--- src/logic/bcc_pkg.sv ---
package bcc_pkg;

  localparam int unsigned DATA_W = 8;
  localparam int unsigned ADDR_W = 16;
  localparam int unsigned REG_DW = 16;

  // Condition-code bit positions
  localparam int unsigned CC_C = 0;
  localparam int unsigned CC_V = 1;
  localparam int unsigned CC_Z = 2;
  localparam int unsigned CC_N = 3;
  localparam int unsigned CC_H = 5;

  localparam logic [DATA_W-1:0] ZERO_BYTE = 8'h00;
  localparam logic [ADDR_W-1:0] ZERO_WORD = 16'h0000;
  localparam logic [ADDR_W-1:0] STACK_STEP = 16'h0001;
  localparam logic [ADDR_W-1:0] STACK_STEP2 = 16'h0002;

  // Register port map
  localparam logic [1:0] REG_STATUS = 2'h0;
  localparam logic [1:0] REG_CTRL = 2'h1;
  localparam logic [1:0] REG_TARGET = 2'h2;
  localparam logic [1:0] REG_COUNT = 2'h3;

  localparam int unsigned CTRL_EN = 0;
  localparam logic [REG_DW-1:0] CTRL_RESET = 16'h0001;
  localparam int unsigned ST_BUSY = 0;
  localparam int unsigned ST_TAKEN = 1;
  localparam int unsigned ST_ILLEGAL = 2;
  localparam logic [REG_DW-1:0] COUNT_STEP = 16'h0001;

  typedef enum logic [2:0] {
    BCC_OP_NONE = 3'h0,
    BCC_OP_BRANCH = 3'h1,
    BCC_OP_CALL = 3'h2,
    BCC_OP_CLR_A = 3'h3,
    BCC_OP_CLR_B = 3'h4,
    BCC_OP_CLR_MEM = 3'h5,
    BCC_OP_CMP8 = 3'h6,
    BCC_OP_CMP16 = 3'h7
  } bcc_op_t;

  typedef enum logic [3:0] {
    BCC_COND_UNCONDITIONAL_JUMP_REL = 4'h0,
    BCC_COND_NEVER_JUMP_REL = 4'h1,
    BCC_COND_JUMP_IF_LOWER_OR_SAME = 4'h3,
    BCC_COND_JUMP_IF_LOWER = 4'h5,
    BCC_COND_JUMP_IF_NOT_EQUAL = 4'h6,
    BCC_COND_JUMP_IF_NO_OVERFLOW = 4'h8,
    BCC_COND_JUMP_IF_OVERFLOW = 4'h9,
    BCC_COND_JUMP_IF_PLUS = 4'hA,
    BCC_COND_JUMP_IF_MINUS = 4'hB,
    BCC_COND_JUMP_IF_LESS_SIGNED = 4'hD
  } bcc_cond_t;

  // One machine code, two names
  localparam bcc_cond_t BCC_COND_JUMP_ON_CARRY_SET = BCC_COND_JUMP_IF_LOWER;

  typedef enum logic [1:0] {
    BCC_AM_INHERENT = 2'h0,
    BCC_AM_DIRECT = 2'h1,
    BCC_AM_EXTENDED = 2'h2,
    BCC_AM_INDEXED = 2'h3
  } bcc_amode_t;

  typedef enum logic [2:0] {
    BCC_ST_IDLE = 3'h0,
    BCC_ST_CLR_RD = 3'h1,
    BCC_ST_CLR_WR = 3'h2,
    BCC_ST_PUSH_LO = 3'h3,
    BCC_ST_PUSH_HI = 3'h4
  } bcc_state_t;

  typedef struct packed {
    bcc_op_t op;
    bcc_cond_t cond;
    logic long_form;
    bcc_amode_t amode;
    logic auto_idx;
    logic [ADDR_W-1:0] pc;
    logic [ADDR_W-1:0] offset;
    logic [ADDR_W-1:0] operand_reg;
    logic [ADDR_W-1:0] mem_operand;
    logic [ADDR_W-1:0] sp;
    logic [ADDR_W-1:0] effective_address;
    logic [ADDR_W-1:0] idx_new;
    logic [DATA_W-1:0] cc;
  } bcc_req_t;

  typedef struct packed {
    logic pc_load;
    logic [ADDR_W-1:0] pc_val;
    logic cc_we;
    logic [DATA_W-1:0] cc_val;
    logic acc_a_clr;
    logic acc_b_clr;
    logic sp_we;
    logic [ADDR_W-1:0] sp_val;
    logic idx_we;
    logic [ADDR_W-1:0] idx_val;
  } bcc_res_t;

  typedef struct packed {
    logic n;
    logic z;
    logic v;
    logic c;
  } bcc_flags_t;

endpackage

--- src/logic/bcc_unit.sv ---
// Functional notes
// - Branch-if-lower adds offset to PC only when carry is one.
// - Branch-if-lower and branch-on-carry-set share one code and behaviour.
// - Branch-if-lower-or-same taken when carry OR zero is one.
// - Signed less-than branch taken when negative XOR overflow is one.
// - Branch-if-minus taken when negative flag is one.
// - Branch-if-not-equal taken when zero flag is zero.
// - Branch-if-plus taken when negative flag is zero.
// - Unconditional branch always loads PC plus signed offset.
// - Never-branch consumes offset, keeps PC sequential and flags untouched.
// - Relative call pushes return low then high byte, then PC plus offset.
// - Branch-if-no-overflow taken when overflow flag is zero.
// - Branch-if-overflow taken when overflow flag is one.
// - Branches and relative call never change condition-code flags.
// - Clear writes zero; N V C cleared, Z set, H kept.
// - Memory clear reads the effective address before writing zero.
// - 8-bit compare subtracts memory from accumulator, sets N Z V C, no writeback.
// - Compare carry is the borrow, inverse of adder carry out.
// - 16-bit compare subtracts high-first memory word, sets N Z V C, keeps H.
// - 16-bit compare writes nothing except auto-step index register.
// - Clear in inherent, extended, direct, indexed forms; branches are relative.
//
// Added by the designer: strobed register access and the register offsets.
module bcc_unit (
  input wire logic sys_clk,
  input wire logic rst_n,
  input wire logic ce,
  input wire logic req_valid,
  input wire bcc_pkg::bcc_req_t req,
  output logic req_ready,
  output logic done,
  output bcc_pkg::bcc_res_t res,
  output logic mem_re,
  output logic mem_we,
  output logic [15:0] mem_addr,
  output logic [7:0] mem_wdata,
  input wire logic [1:0] reg_addr,
  input wire logic [15:0] reg_wdata,
  input wire logic reg_wr,
  input wire logic reg_rd,
  output logic [15:0] reg_rdata
);

  ////////////////////////////////////////////////////////////////////////
  // Declarations

  bcc_pkg::bcc_state_t state_r;
  bcc_pkg::bcc_state_t state_nxt;
  bcc_pkg::bcc_req_t hold_r;
  bcc_pkg::bcc_req_t hold_nxt;
  bcc_pkg::bcc_res_t res_r;
  bcc_pkg::bcc_res_t res_nxt;
  logic ready_r;
  logic ready_nxt;
  logic done_r;
  logic done_nxt;
  logic mem_re_r;
  logic mem_re_nxt;
  logic mem_we_r;
  logic mem_we_nxt;
  logic [15:0] mem_addr_r;
  logic [15:0] mem_addr_nxt;
  logic [7:0] mem_wdata_r;
  logic [7:0] mem_wdata_nxt;

  logic [15:0] ctrl_r;
  logic [15:0] ctrl_nxt;
  logic taken_r;
  logic taken_nxt;
  logic illegal_r;
  logic illegal_nxt;
  logic [15:0] target_r;
  logic [15:0] target_nxt;
  logic [15:0] count_r;
  logic [15:0] count_nxt;
  logic [15:0] rdata_r;
  logic [15:0] rdata_nxt;

  logic accept;
  logic cond_taken;
  logic cond_known;
  logic [15:0] offset_ext;
  logic [15:0] branch_target;
  logic [15:0] held_target;
  logic [15:0] sp_dec1;
  logic [15:0] sp_dec2;
  logic [7:0] clr_cc;
  logic [7:0] cmp_cc;
  bcc_pkg::bcc_flags_t cmp_flags;
  logic is_cmp16;

  ////////////////////////////////////////////////////////////////////////
  // Datapath helpers

  assign accept = req_valid & ready_r & ctrl_r[bcc_pkg::CTRL_EN];

  assign offset_ext = req.long_form ? req.offset : {{8{req.offset[7]}}, req.offset[7:0]};
  assign branch_target = req.pc + offset_ext;
  assign held_target = hold_r.pc +
    (hold_r.long_form ? hold_r.offset : {{8{hold_r.offset[7]}}, hold_r.offset[7:0]});
  assign sp_dec1 = req.sp - bcc_pkg::STACK_STEP;
  assign sp_dec2 = hold_r.sp - bcc_pkg::STACK_STEP2;
  assign is_cmp16 = (req.op == bcc_pkg::BCC_OP_CMP16);

  bcc_cond_eval u_cond (
    .cond(req.cond),
    .cc(req.cc),
    .taken(cond_taken),
    .known(cond_known)
  );

  bcc_cmp_alu u_alu (
    .wide(is_cmp16),
    .reg_val(req.operand_reg),
    .mem_val(req.mem_operand),
    .flags(cmp_flags)
  );

  // Clear result on flags: only N Z V C move
  always_comb begin
    clr_cc = hold_r.cc;
    if (state_r == bcc_pkg::BCC_ST_IDLE) begin
      clr_cc = req.cc;
    end
    clr_cc[bcc_pkg::CC_N] = 1'b0;
    clr_cc[bcc_pkg::CC_Z] = 1'b1;
    clr_cc[bcc_pkg::CC_V] = 1'b0;
    clr_cc[bcc_pkg::CC_C] = 1'b0;
  end

  // Undefined H on byte compare is left as it was; costs nothing
  always_comb begin
    cmp_cc = req.cc;
    cmp_cc[bcc_pkg::CC_N] = cmp_flags.n;
    cmp_cc[bcc_pkg::CC_Z] = cmp_flags.z;
    cmp_cc[bcc_pkg::CC_V] = cmp_flags.v;
    cmp_cc[bcc_pkg::CC_C] = cmp_flags.c;
  end

  ////////////////////////////////////////////////////////////////////////
  // Sequencer

  always_comb begin
    state_nxt = state_r;
    hold_nxt = hold_r;
    res_nxt = '0;
    ready_nxt = ready_r;
    done_nxt = 1'b0;
    mem_re_nxt = 1'b0;
    mem_we_nxt = 1'b0;
    mem_addr_nxt = mem_addr_r;
    mem_wdata_nxt = mem_wdata_r;
    taken_nxt = taken_r;
    illegal_nxt = illegal_r;
    target_nxt = target_r;
    case (state_r)
      bcc_pkg::BCC_ST_IDLE: begin
        ready_nxt = 1'b1;
        if (accept) begin
          hold_nxt = req;
          case (req.op)
            bcc_pkg::BCC_OP_BRANCH: begin
              // Flags never written: cc_we stays low
              res_nxt.pc_load = cond_taken;
              res_nxt.pc_val = cond_taken ? branch_target : req.pc;
              taken_nxt = cond_taken;
              target_nxt = branch_target;
              illegal_nxt = ~cond_known;
              done_nxt = 1'b1;
            end
            bcc_pkg::BCC_OP_CALL: begin
              // Push low byte first at SP-1
              mem_we_nxt = 1'b1;
              mem_addr_nxt = sp_dec1;
              mem_wdata_nxt = req.pc[7:0];
              ready_nxt = 1'b0;
              illegal_nxt = 1'b0;
              state_nxt = bcc_pkg::BCC_ST_PUSH_LO;
            end
            bcc_pkg::BCC_OP_CLR_A,
            bcc_pkg::BCC_OP_CLR_B: begin
              res_nxt.acc_a_clr = (req.op == bcc_pkg::BCC_OP_CLR_A);
              res_nxt.acc_b_clr = (req.op == bcc_pkg::BCC_OP_CLR_B);
              res_nxt.cc_we = 1'b1;
              res_nxt.cc_val = clr_cc;
              illegal_nxt = (req.amode != bcc_pkg::BCC_AM_INHERENT);
              done_nxt = 1'b1;
            end
            bcc_pkg::BCC_OP_CLR_MEM: begin
              illegal_nxt = (req.amode == bcc_pkg::BCC_AM_INHERENT);
              if (req.amode == bcc_pkg::BCC_AM_INHERENT) begin
                done_nxt = 1'b1;
              end else begin
                // Dummy read of the target first
                mem_re_nxt = 1'b1;
                mem_addr_nxt = req.effective_address;
                ready_nxt = 1'b0;
                state_nxt = bcc_pkg::BCC_ST_CLR_RD;
              end
            end
            bcc_pkg::BCC_OP_CMP8,
            bcc_pkg::BCC_OP_CMP16: begin
              // No operand writeback; flags, plus the index register on an auto-step 16-bit compare
              res_nxt.cc_we = 1'b1;
              res_nxt.cc_val = cmp_cc;
              res_nxt.idx_we = is_cmp16 & req.auto_idx;
              res_nxt.idx_val = req.idx_new;
              illegal_nxt = 1'b0;
              done_nxt = 1'b1;
            end
            default: begin
              illegal_nxt = 1'b1;
              done_nxt = 1'b1;
            end
          endcase
        end
      end
      bcc_pkg::BCC_ST_CLR_RD: begin
        // Read data discarded; the write follows at once
        mem_we_nxt = 1'b1;
        mem_addr_nxt = hold_r.effective_address;
        mem_wdata_nxt = bcc_pkg::ZERO_BYTE;
        state_nxt = bcc_pkg::BCC_ST_CLR_WR;
      end
      bcc_pkg::BCC_ST_CLR_WR: begin
        res_nxt.cc_we = 1'b1;
        res_nxt.cc_val = clr_cc;
        done_nxt = 1'b1;
        ready_nxt = 1'b1;
        state_nxt = bcc_pkg::BCC_ST_IDLE;
      end
      bcc_pkg::BCC_ST_PUSH_LO: begin
        mem_we_nxt = 1'b1;
        mem_addr_nxt = sp_dec2;
        mem_wdata_nxt = hold_r.pc[15:8];
        state_nxt = bcc_pkg::BCC_ST_PUSH_HI;
      end
      bcc_pkg::BCC_ST_PUSH_HI: begin
        // PC and SP update once both bytes are out; flags untouched
        res_nxt.pc_load = 1'b1;
        res_nxt.pc_val = held_target;
        res_nxt.sp_we = 1'b1;
        res_nxt.sp_val = sp_dec2;
        taken_nxt = 1'b1;
        target_nxt = held_target;
        done_nxt = 1'b1;
        ready_nxt = 1'b1;
        state_nxt = bcc_pkg::BCC_ST_IDLE;
      end
      default: begin
        ready_nxt = 1'b1;
        state_nxt = bcc_pkg::BCC_ST_IDLE;
      end
    endcase
  end

  always_ff @(posedge sys_clk) begin
    if (!rst_n) begin
      state_r <= bcc_pkg::BCC_ST_IDLE;
      hold_r <= '0;
      res_r <= '0;
      ready_r <= 1'b0;
      done_r <= 1'b0;
      mem_re_r <= 1'b0;
      mem_we_r <= 1'b0;
      mem_addr_r <= bcc_pkg::ZERO_WORD;
      mem_wdata_r <= bcc_pkg::ZERO_BYTE;
      taken_r <= 1'b0;
      illegal_r <= 1'b0;
      target_r <= bcc_pkg::ZERO_WORD;
    end else if (ce) begin
      state_r <= state_nxt;
      hold_r <= hold_nxt;
      res_r <= res_nxt;
      ready_r <= ready_nxt;
      done_r <= done_nxt;
      mem_re_r <= mem_re_nxt;
      mem_we_r <= mem_we_nxt;
      mem_addr_r <= mem_addr_nxt;
      mem_wdata_r <= mem_wdata_nxt;
      taken_r <= taken_nxt;
      illegal_r <= illegal_nxt;
      target_r <= target_nxt;
    end
  end

  ////////////////////////////////////////////////////////////////////////
  // Register port

  always_comb begin
    ctrl_nxt = ctrl_r;
    count_nxt = count_r;
    rdata_nxt = bcc_pkg::ZERO_WORD;
    if (reg_wr && reg_addr == bcc_pkg::REG_CTRL) begin
      ctrl_nxt = reg_wdata;
    end
    // Counter write clears it; a completion in the same cycle still counts
    if (reg_wr && reg_addr == bcc_pkg::REG_COUNT) begin
      count_nxt = bcc_pkg::ZERO_WORD;
    end
    if (done_r) begin
      count_nxt = count_nxt + bcc_pkg::COUNT_STEP;
    end
    if (reg_rd) begin
      case (reg_addr)
        bcc_pkg::REG_STATUS: begin
          rdata_nxt[bcc_pkg::ST_BUSY] = ~ready_r;
          rdata_nxt[bcc_pkg::ST_TAKEN] = taken_r;
          rdata_nxt[bcc_pkg::ST_ILLEGAL] = illegal_r;
        end
        bcc_pkg::REG_CTRL: rdata_nxt = ctrl_r;
        bcc_pkg::REG_TARGET: rdata_nxt = target_r;
        bcc_pkg::REG_COUNT: rdata_nxt = count_r;
        default: rdata_nxt = bcc_pkg::ZERO_WORD;
      endcase
    end
  end

  always_ff @(posedge sys_clk) begin
    if (!rst_n) begin
      ctrl_r <= bcc_pkg::CTRL_RESET;
      count_r <= bcc_pkg::ZERO_WORD;
      rdata_r <= bcc_pkg::ZERO_WORD;
    end else if (ce) begin
      ctrl_r <= ctrl_nxt;
      count_r <= count_nxt;
      rdata_r <= rdata_nxt;
    end
  end

  assign req_ready = ready_r;
  assign done = done_r;
  assign res = res_r;
  assign mem_re = mem_re_r;
  assign mem_we = mem_we_r;
  assign mem_addr = mem_addr_r;
  assign mem_wdata = mem_wdata_r;
  assign reg_rdata = rdata_r;

endmodule // bcc_unit

--- src/logic/bcc_cond_eval.sv ---
module bcc_cond_eval (
  input wire bcc_pkg::bcc_cond_t cond,
  input wire logic [7:0] cc,
  output logic taken,
  output logic known
);
  logic c;
  logic v;
  logic z;
  logic n;

  assign c = cc[bcc_pkg::CC_C];
  assign v = cc[bcc_pkg::CC_V];
  assign z = cc[bcc_pkg::CC_Z];
  assign n = cc[bcc_pkg::CC_N];

  always_comb begin
    known = 1'b1;
    case (cond)
      bcc_pkg::BCC_COND_UNCONDITIONAL_JUMP_REL: taken = 1'b1;
      bcc_pkg::BCC_COND_NEVER_JUMP_REL: taken = 1'b0;
      bcc_pkg::BCC_COND_JUMP_IF_LOWER_OR_SAME: taken = c | z;
      bcc_pkg::BCC_COND_JUMP_IF_LOWER: taken = c;
      bcc_pkg::BCC_COND_JUMP_IF_NOT_EQUAL: taken = ~z;
      bcc_pkg::BCC_COND_JUMP_IF_NO_OVERFLOW: taken = ~v;
      bcc_pkg::BCC_COND_JUMP_IF_OVERFLOW: taken = v;
      bcc_pkg::BCC_COND_JUMP_IF_PLUS: taken = ~n;
      bcc_pkg::BCC_COND_JUMP_IF_MINUS: taken = n;
      bcc_pkg::BCC_COND_JUMP_IF_LESS_SIGNED: taken = n ^ v;
      default: begin
        taken = 1'b0;
        known = 1'b0;
      end
    endcase
  end
endmodule // bcc_cond_eval

--- src/logic/bcc_cmp_alu.sv ---
module bcc_cmp_alu (
  input wire logic wide,
  input wire logic [15:0] reg_val,
  input wire logic [15:0] mem_val,
  output bcc_pkg::bcc_flags_t flags
);
  logic [16:0] sum16;
  logic [8:0] sum8;
  logic [15:0] diff16;
  logic [7:0] diff8;

  // Subtract as add of complement plus one; borrow is the inverted carry
  assign sum16 = {1'b0, reg_val} + {1'b0, ~mem_val} + 17'h00001;
  assign sum8 = {1'b0, reg_val[7:0]} + {1'b0, ~mem_val[7:0]} + 9'h001;
  assign diff16 = sum16[15:0];
  assign diff8 = sum8[7:0];

  always_comb begin
    if (wide) begin
      flags.n = diff16[15];
      flags.z = (diff16 == 16'h0000);
      flags.v = (reg_val[15] ^ mem_val[15]) & (diff16[15] ^ reg_val[15]);
      flags.c = ~sum16[16];
    end else begin
      flags.n = diff8[7];
      flags.z = (diff8 == 8'h00);
      flags.v = (reg_val[7] ^ mem_val[7]) & (diff8[7] ^ reg_val[7]);
      flags.c = ~sum8[8];
    end
  end
endmodule // bcc_cmp_alu

--- config.mk ---
export PLATFORM = sky130hd
export DESIGN_NAME = bcc_unit
export DESIGN_NICKNAME = d
export VERILOG_FILES = /design/src/logic/bcc_pkg.sv /design/src/logic/bcc_unit.sv /design/src/logic/bcc_cond_eval.sv /design/src/logic/bcc_cmp_alu.sv
export SDC_FILE = /design/constraint.sdc
export NUM_CORES = 1
export LEC_CHECK = 0
export ABC_AREA = 1
export ABC_CLOCK_PERIOD_IN_PS = 2700
export BUFFER_PORTS_ARGS = -buffer_cell sky130_fd_sc_hd__buf_2
export CORE_AREA = 2 2 157 159
export DETAILED_ROUTE_END_ITERATION = 10
export DIE_AREA = 0 0 159 161
export GPL_TIMING_DRIVEN = 0
export PLACE_DENSITY = 0.86
export SLEW_MARGIN = 20
export SYNTH_ARGS = -nofsm -noshare
export SYNTH_HDL_FRONTEND = slang
export SYNTH_SLANG_ARGS = --single-unit
--- constraint.sdc ---
create_clock -name sys_clk -period 2.7 [get_ports sys_clk]
set_input_delay 0.27 -clock sys_clk [delete_from_list [all_inputs] [get_ports sys_clk]]
set_output_delay 0.27 -clock sys_clk [all_outputs]
set_load 0.02 [all_outputs]
---- Yosys cells after proc, flatten, opt, wreduce, memory -nomap -nowiden ----
Index checks and enable logic that the tools add are counted.
operators by class
  mux-type cells .......................... 54
  reduce and logical (&&, ||, !) cells .... 24
  magnitude comparators ................... 0
  shift operators ......................... 0
  add/sub/neg operators ................... 9
  div/mod/pow operators ................... 0
  equal/unequal tests ..................... 28
  bitwise logic cells ..................... 21
  multipliers ............................. 0
operators with widths
  cell                                                                   number
  16-bit 2-to-1 mux                                                      10
  17-bit 2-to-1 mux                                                      5
  16-bit one-hot mux with 2 select lines                                 2
  16-bit one-hot mux with 3 select lines                                 1
  13-bit one-hot mux with 3 select lines                                 1
  9-bit one-hot mux with 2 select lines                                  2
  17-bit one-hot mux with 2 select lines                                 1
  16-bit adder                                                           2
  28-bit 2-to-1 mux                                                      1
  8-bit 2-to-1 mux                                                       3
  8-bit one-hot mux with 3 select lines                                  1
  4-bit == test (second input constant)                                  5
  16-bit by 16-bit adder with 17-bit output                              1
  17-bit by 1-bit adder with 17-bit output (second input constant)       1
  16-bit by 1-bit adder with 16-bit output (second input constant)       1
  16-bit zero test                                                       1
  16-bit inverter                                                        1
  16-bit by 1-bit subtractor with 16-bit output (second input constant)  1
  16-bit by 2-bit subtractor with 16-bit output (second input constant)  1
  3-bit == test (second input constant)                                  5
  3-bit by 2-bit == test with 1-bit output (second input constant)       4
  1-bit 2-to-1 mux                                                       12
  3-bit one-hot mux with 4 select lines                                  1
  4-bit AND reduction                                                    3
  other kinds (38)                                                       70
word-level totals
  bits in latches ......................... 0
  register bits after elaboration ......... 232
  bits in writable memories ............... 0
  bits in read-only memories .............. 0
  input bits .............................. 155
  output and inout bits ................... 106
  memories kept ........................... 0

---- Depth between registers and ports, before layout ----
  depth in word-level cells ............... 9
  depth in mapped cells ................... 19

---- Cells and area by module ----
Synthesis repeated with hierarchy kept, for this count alone.
unflattened totals
  cell total of the unflattened synthesis .. 2,113
  area, all modules ....................... 13,565.5 sq um
modules (own cells, without submodules)
  module         sequential area each (sq um)  area an instance (sq um)  times used  cells an instance
  bcc_unit       4,564.4                       12,154.2                  1           1,822
  bcc_cmp_alu    0.0                           1,226.2                   1           245
  bcc_cond_eval  0.0                           185.2                     1           46

---- Least setup slack after synthesis ----
OpenSTA, ideal clock, no wires.
  kind .................................... register to register
  start ................................... reg hold_r[123] (netlist name)
  end ..................................... reg res_r (netlist bit res[58])
  data arrival time ....................... 2,076 ps
  path buffers ............................ 1
  stages on the path, launching flop included .. 15
  period minus slack after synthesis ...... 2,146 ps
  slack ................................... 554 ps
  data required time ...................... 2,630 ps
  cell sequence ........................... dfxtp_1 buf_2 inv_1 nand2_1 nand2_1 ha_1 a21o_1 a21boi_0 nand3_1 a21oi_1 xor2_1 nand2_1 nand2_1 nand2_1 a21oi_1
between the ends
  word-level cells in the longest chain between the ends .. 3
RTL lines
  item                                    RTL line         RTL
  start, declared                         bcc_unit.sv:49   bcc_pkg::bcc_req_t hold_r;
  start signal, assigned                  bcc_unit.sv:273  hold_r <= hold_nxt;
  16-bit 2-to-1 mux                       bcc_unit.sv:100  (hold_r.long_form ? hold_r.offset : {{8{hold_r.offset[7]}}, hold_r.offset[7:0]});
  16-bit adder                            bcc_unit.sv:99   assign held_target = hold_r.pc +
  17-bit one-hot mux with 2 select lines  bcc_unit.sv:156  case (state_r)
  end signal, assigned                    bcc_unit.sv:274  res_r <= res_nxt;
  end, declared                           bcc_unit.sv:51   bcc_pkg::bcc_res_t res_r;
No other way between the ends.
A chain may end at the register's enable or synchronous reset.

---- Final worst setup path ----
  start ................................... reg hold_r[123] (netlist name)
  end ..................................... reg target_r[12]
between the ends
  word-level cells in the longest chain between the ends .. 3
RTL lines
  item                                    RTL line         RTL
  16-bit 2-to-1 mux                       bcc_unit.sv:100
  16-bit adder                            bcc_unit.sv:99
  16-bit one-hot mux with 2 select lines  bcc_unit.sv:156
  end signal, assigned                    bcc_unit.sv:270  target_r <= bcc_pkg::ZERO_WORD;
  end signal, assigned                    bcc_unit.sv:283  target_r <= target_nxt;
  end, declared                           bcc_unit.sv:72   logic [15:0] target_r;
No other way between the ends.

==> flow_summary.json <==
{
  "status": "finished clean",
  "synth-seq-area-share": 0.353,
  "ir_worst_vdd_v": 0.000496,
  "postSynthCellCount": 1944,
  "clockRootBuffer": "clkbuf_16",
  "port_buffers": 258,
  "fillers": 2180,
  "initial_utilization": 0.540,
  "drv_slew": 0,
  "htreeDepth": 1,
  "antenna_found_initial": 3,
  "grt_pass1_wl_um": 71400,
  "grt_setup_unrepaired": "false",
  "setup_viol_count_final": 0,
  "cts_buffer_depth": 3,
  "syn_avg_cell_area_um2": 6.66,
  "die_w_um": 159,
  "min_path_type": "in -> reg",
  "grt_max_degree": 15,
  "ant_nets": 0,
  "core_mm2": 0.0240,
  "yosysWarnings": 0,
  "syn-cell-area_mm2": 0.0129,
  "power_w": 0.00841,
  "synth_edf_count": 0,
  "gr-usage-all-layers": 0.347,
  "wl_per_cell_um": 17.9,
  "period_share": 0.937,
  "vias": 14800,
  "setup_tns_ps": 0,
  "grt_pass1_vias": 13600,
  "p_leak_nw": 7.49,
  "synthArstFlopShare": 0,
  "power_density_mw_per_mm2": 537,
  "critPathRequiredTime_ps": 3110,
  "postRouteWirelength_um": 46300,
  "synthToLayoutAreaGrowth_pct": 21.0,
  "drtIter0Drc": 1586,
  "fin_worst_skew_ps": 13.2,
  "drt_first_pass_iters": 7,
  "place.gp.congestion": 0.995,
  "die-area_mm2": 0.0256,
  "synth_seq_cells": 228,
  "die_h_um": 161,
  "pin_count": 261,
  "fin_nets": 2452,
  "critPathCaptureType": "register",
  "rows": 57,
  "ys_dominant_reg_cell": "dfxtp_1",
  "finalHoldViolCount": 0,
  "drv_cap": 0,
  "finalCriticalPeriod_ps": 2530,
  "vias_per_cell": 5.73,
  "start_kind": "register",
  "clk_pin_slew_ps": 60,
  "grt_overflow_total": 0,
  "crit_fanout": 10,
  "dp_hpwl_um": 35600,
  "max_freq_mhz": 395,
  "slew_headroom": 0.409,
  "criticalPathCategory": "reg -> reg",
  "numCtsBuffers": 24,
  "tritoncts": "built",
  "worstSkewPairLatency_ps": 520,
  "synth.distinct_cells": 54,
  "syn-num-nets": 2150,
  "worst_slew_pin_slew_ps": 886,
  "cts_sinks": 228,
  "drc": 0,
  "final_layout_size_suffix_gt1_frac": 0.164,
  "arrival_ps": 2940
}
## final timing paths
kind	depth (start not counted)	startpoint	slack (ps)	endpoint
worst max-delay path	16	hold_r[123]$_SDFFE_PN0P_	170	target_r[12]$_SDFFE_PN0P_
worst max register to register	16	hold_r[123]$_SDFFE_PN0P_	170	target_r[12]$_SDFFE_PN0P_
worst min-delay path	3	req[25]	8	hold_r[25]$_SDFFE_PN0P_
worst min register to register	2	hold_r[4]$_SDFFE_PN0P_	460	hold_r[4]$_SDFFE_PN0P_
## kinds of logic (layout without fill, tap and decap cells)
| family | after synthesis | count (layout) | share of synthesized area |
|---|---|---|---|
| compound gates | 485 | 485 | 0.208 |
| buf+inv | 289 | 608 | 0.0870 |
| xor+xnor | 41 | 41 | 0.0277 |
| other cells | 0 | 1 | 0 |
| fa+ha+maj | 51 | 51 | 0.0505 |
| simple gates | 850 | 850 | 0.274 |
| flops | 228 | 228 | 0.353 |
## state kept, by name, indices dropped and copies added (netlist names), 3 cells and up
name / flops
count_r: 16
ctrl_r: 16
hold_r: 69
mem_addr: 16
mem_wdata: 8
reg_rdata: 16
res: 62
state_r: 3
target_r: 16
## worst max-delay path, cell delays in order (launching register included)
cell,delay (ps)
dfxtp_1,320
clkbuf_4,190
inv_1,60
nand2_2,140
nand2_1,150
ha_4,320
nand2_1,60
nor2_1,140
inv_1,50
o21bai_1,220
nand3_1,130
nand2_1,80
nand2_1,50
nand3_1,150
nand3_1,160
o211ai_1,120
inv_1,70
## cell type report
cell class	count	area (µm²)	area share
multi-input cells	1427	7290	0.466
flip-flops and latches	228	4560	0.291
repair buffers	276	1470	0.0940
inverters	209	787	0.0503
clock buffers	35	723	0.0462
well taps	324	405	0.0259
plain buffers	80	342	0.0218
clock inverters	8	71.3	0.00455
diodes	1	2.50	0.000160
## Yosys cell counts, types with 6 or more instances
| cell | number | area (µm²) |
|---|---|---|
| nand2_1 | 470 | 1760 |
| buf_2 | 19 | 95.1 |
| o21bai_1 | 6 | 45.0 |
| nand3_1 | 90 | 450 |
| nor2_1 | 213 | 800 |
| inv_1 | 188 | 706 |
| clkbuf_1 | 56 | 210 |
| xor2_1 | 28 | 245 |
| xnor2_1 | 13 | 114 |
| a21oi_1 | 197 | 986 |
| dfxtp_1 | 228 | 4560 |
| a221oi_1 | 9 | 78.8 |
| nor3_1 | 27 | 135 |
| ha_1 | 49 | 613 |
| nand4_1 | 11 | 68.8 |
| a31oi_1 | 17 | 106 |
| o211ai_1 | 37 | 278 |
| o21ai_1 | 16 | 80.1 |
| nor2_4 | 6 | 67.6 |
| o21ai_0 | 168 | 841 |
| inv_2 | 18 | 67.6 |
## report_power, final
part           leakage (nW)  internal (W)  switching, W
Sequential             1.85       0.00346     0.0000701
Clock                 0.394       0.00195       0.00141
Combinational          5.25      0.000515       0.00100
## metrics by stage
step	worst slack, ps	hold WS [ps]	instance area (µm²)	utilization	cells
CTS	62.3	2.12	15600	0.652	2587
global route	12.4	12.9	15700	0.654	2588
floorplan	554	383	12900	-	1944
global placement	7.41	439	14600	0.611	2526
finish	170	7.70	15700	0.654	2588
detailed placement	-8.39	452	14600	0.611	2526
## repair_timing
item | in CTS | in global routing
cloned | 0 | 0
gates resized for setup | 1 | 9
hold endpoints to repair | 18 | 0
buffers inserted | 0 | 0
hold buffers | 18 | 0
endpoints found under the setup margin | 1 | 11
pin swaps | 0 | 1
## cells in the final DEF, fill, tap and decap left out, drive strengths merged, types with 2 or more instances in the layout
| cell | instances |
|---|---|
| o21bai | 6 |
| a21oi | 198 |
| nand4 | 11 |
| nor3b | 2 |
| clkinv | 8 |
| a21o | 5 |
| a211oi | 5 |
| o31ai | 2 |
| o21a | 5 |
| clkbuf | 92 |
| nor3 | 29 |
| ha | 49 |
| nand2 | 474 |
| xor2 | 28 |
| a2bb2oi | 2 |
| dfxtp | 228 |
| fa | 2 |
| a31oi | 17 |
| nor2 | 225 |
| o21ai | 185 |
| nor4 | 4 |
| a41oi | 2 |
| and2 | 2 |
| a22oi | 2 |
| a221oi | 9 |
| buf | 281 |
| nand3 | 90 |
| dlygate4sd3 | 18 |
| xnor2 | 13 |
| o211ai | 37 |
| inv | 207 |
| o221ai | 4 |
| or2 | 12 |
## layer usage
layer  track usage  part of all wire
met5             0           0.00030
met4         0.160             0.053
met3        0.0629              0.10
met2         0.574              0.45
met1         0.443              0.40
(Power assumes the default switching activity.)
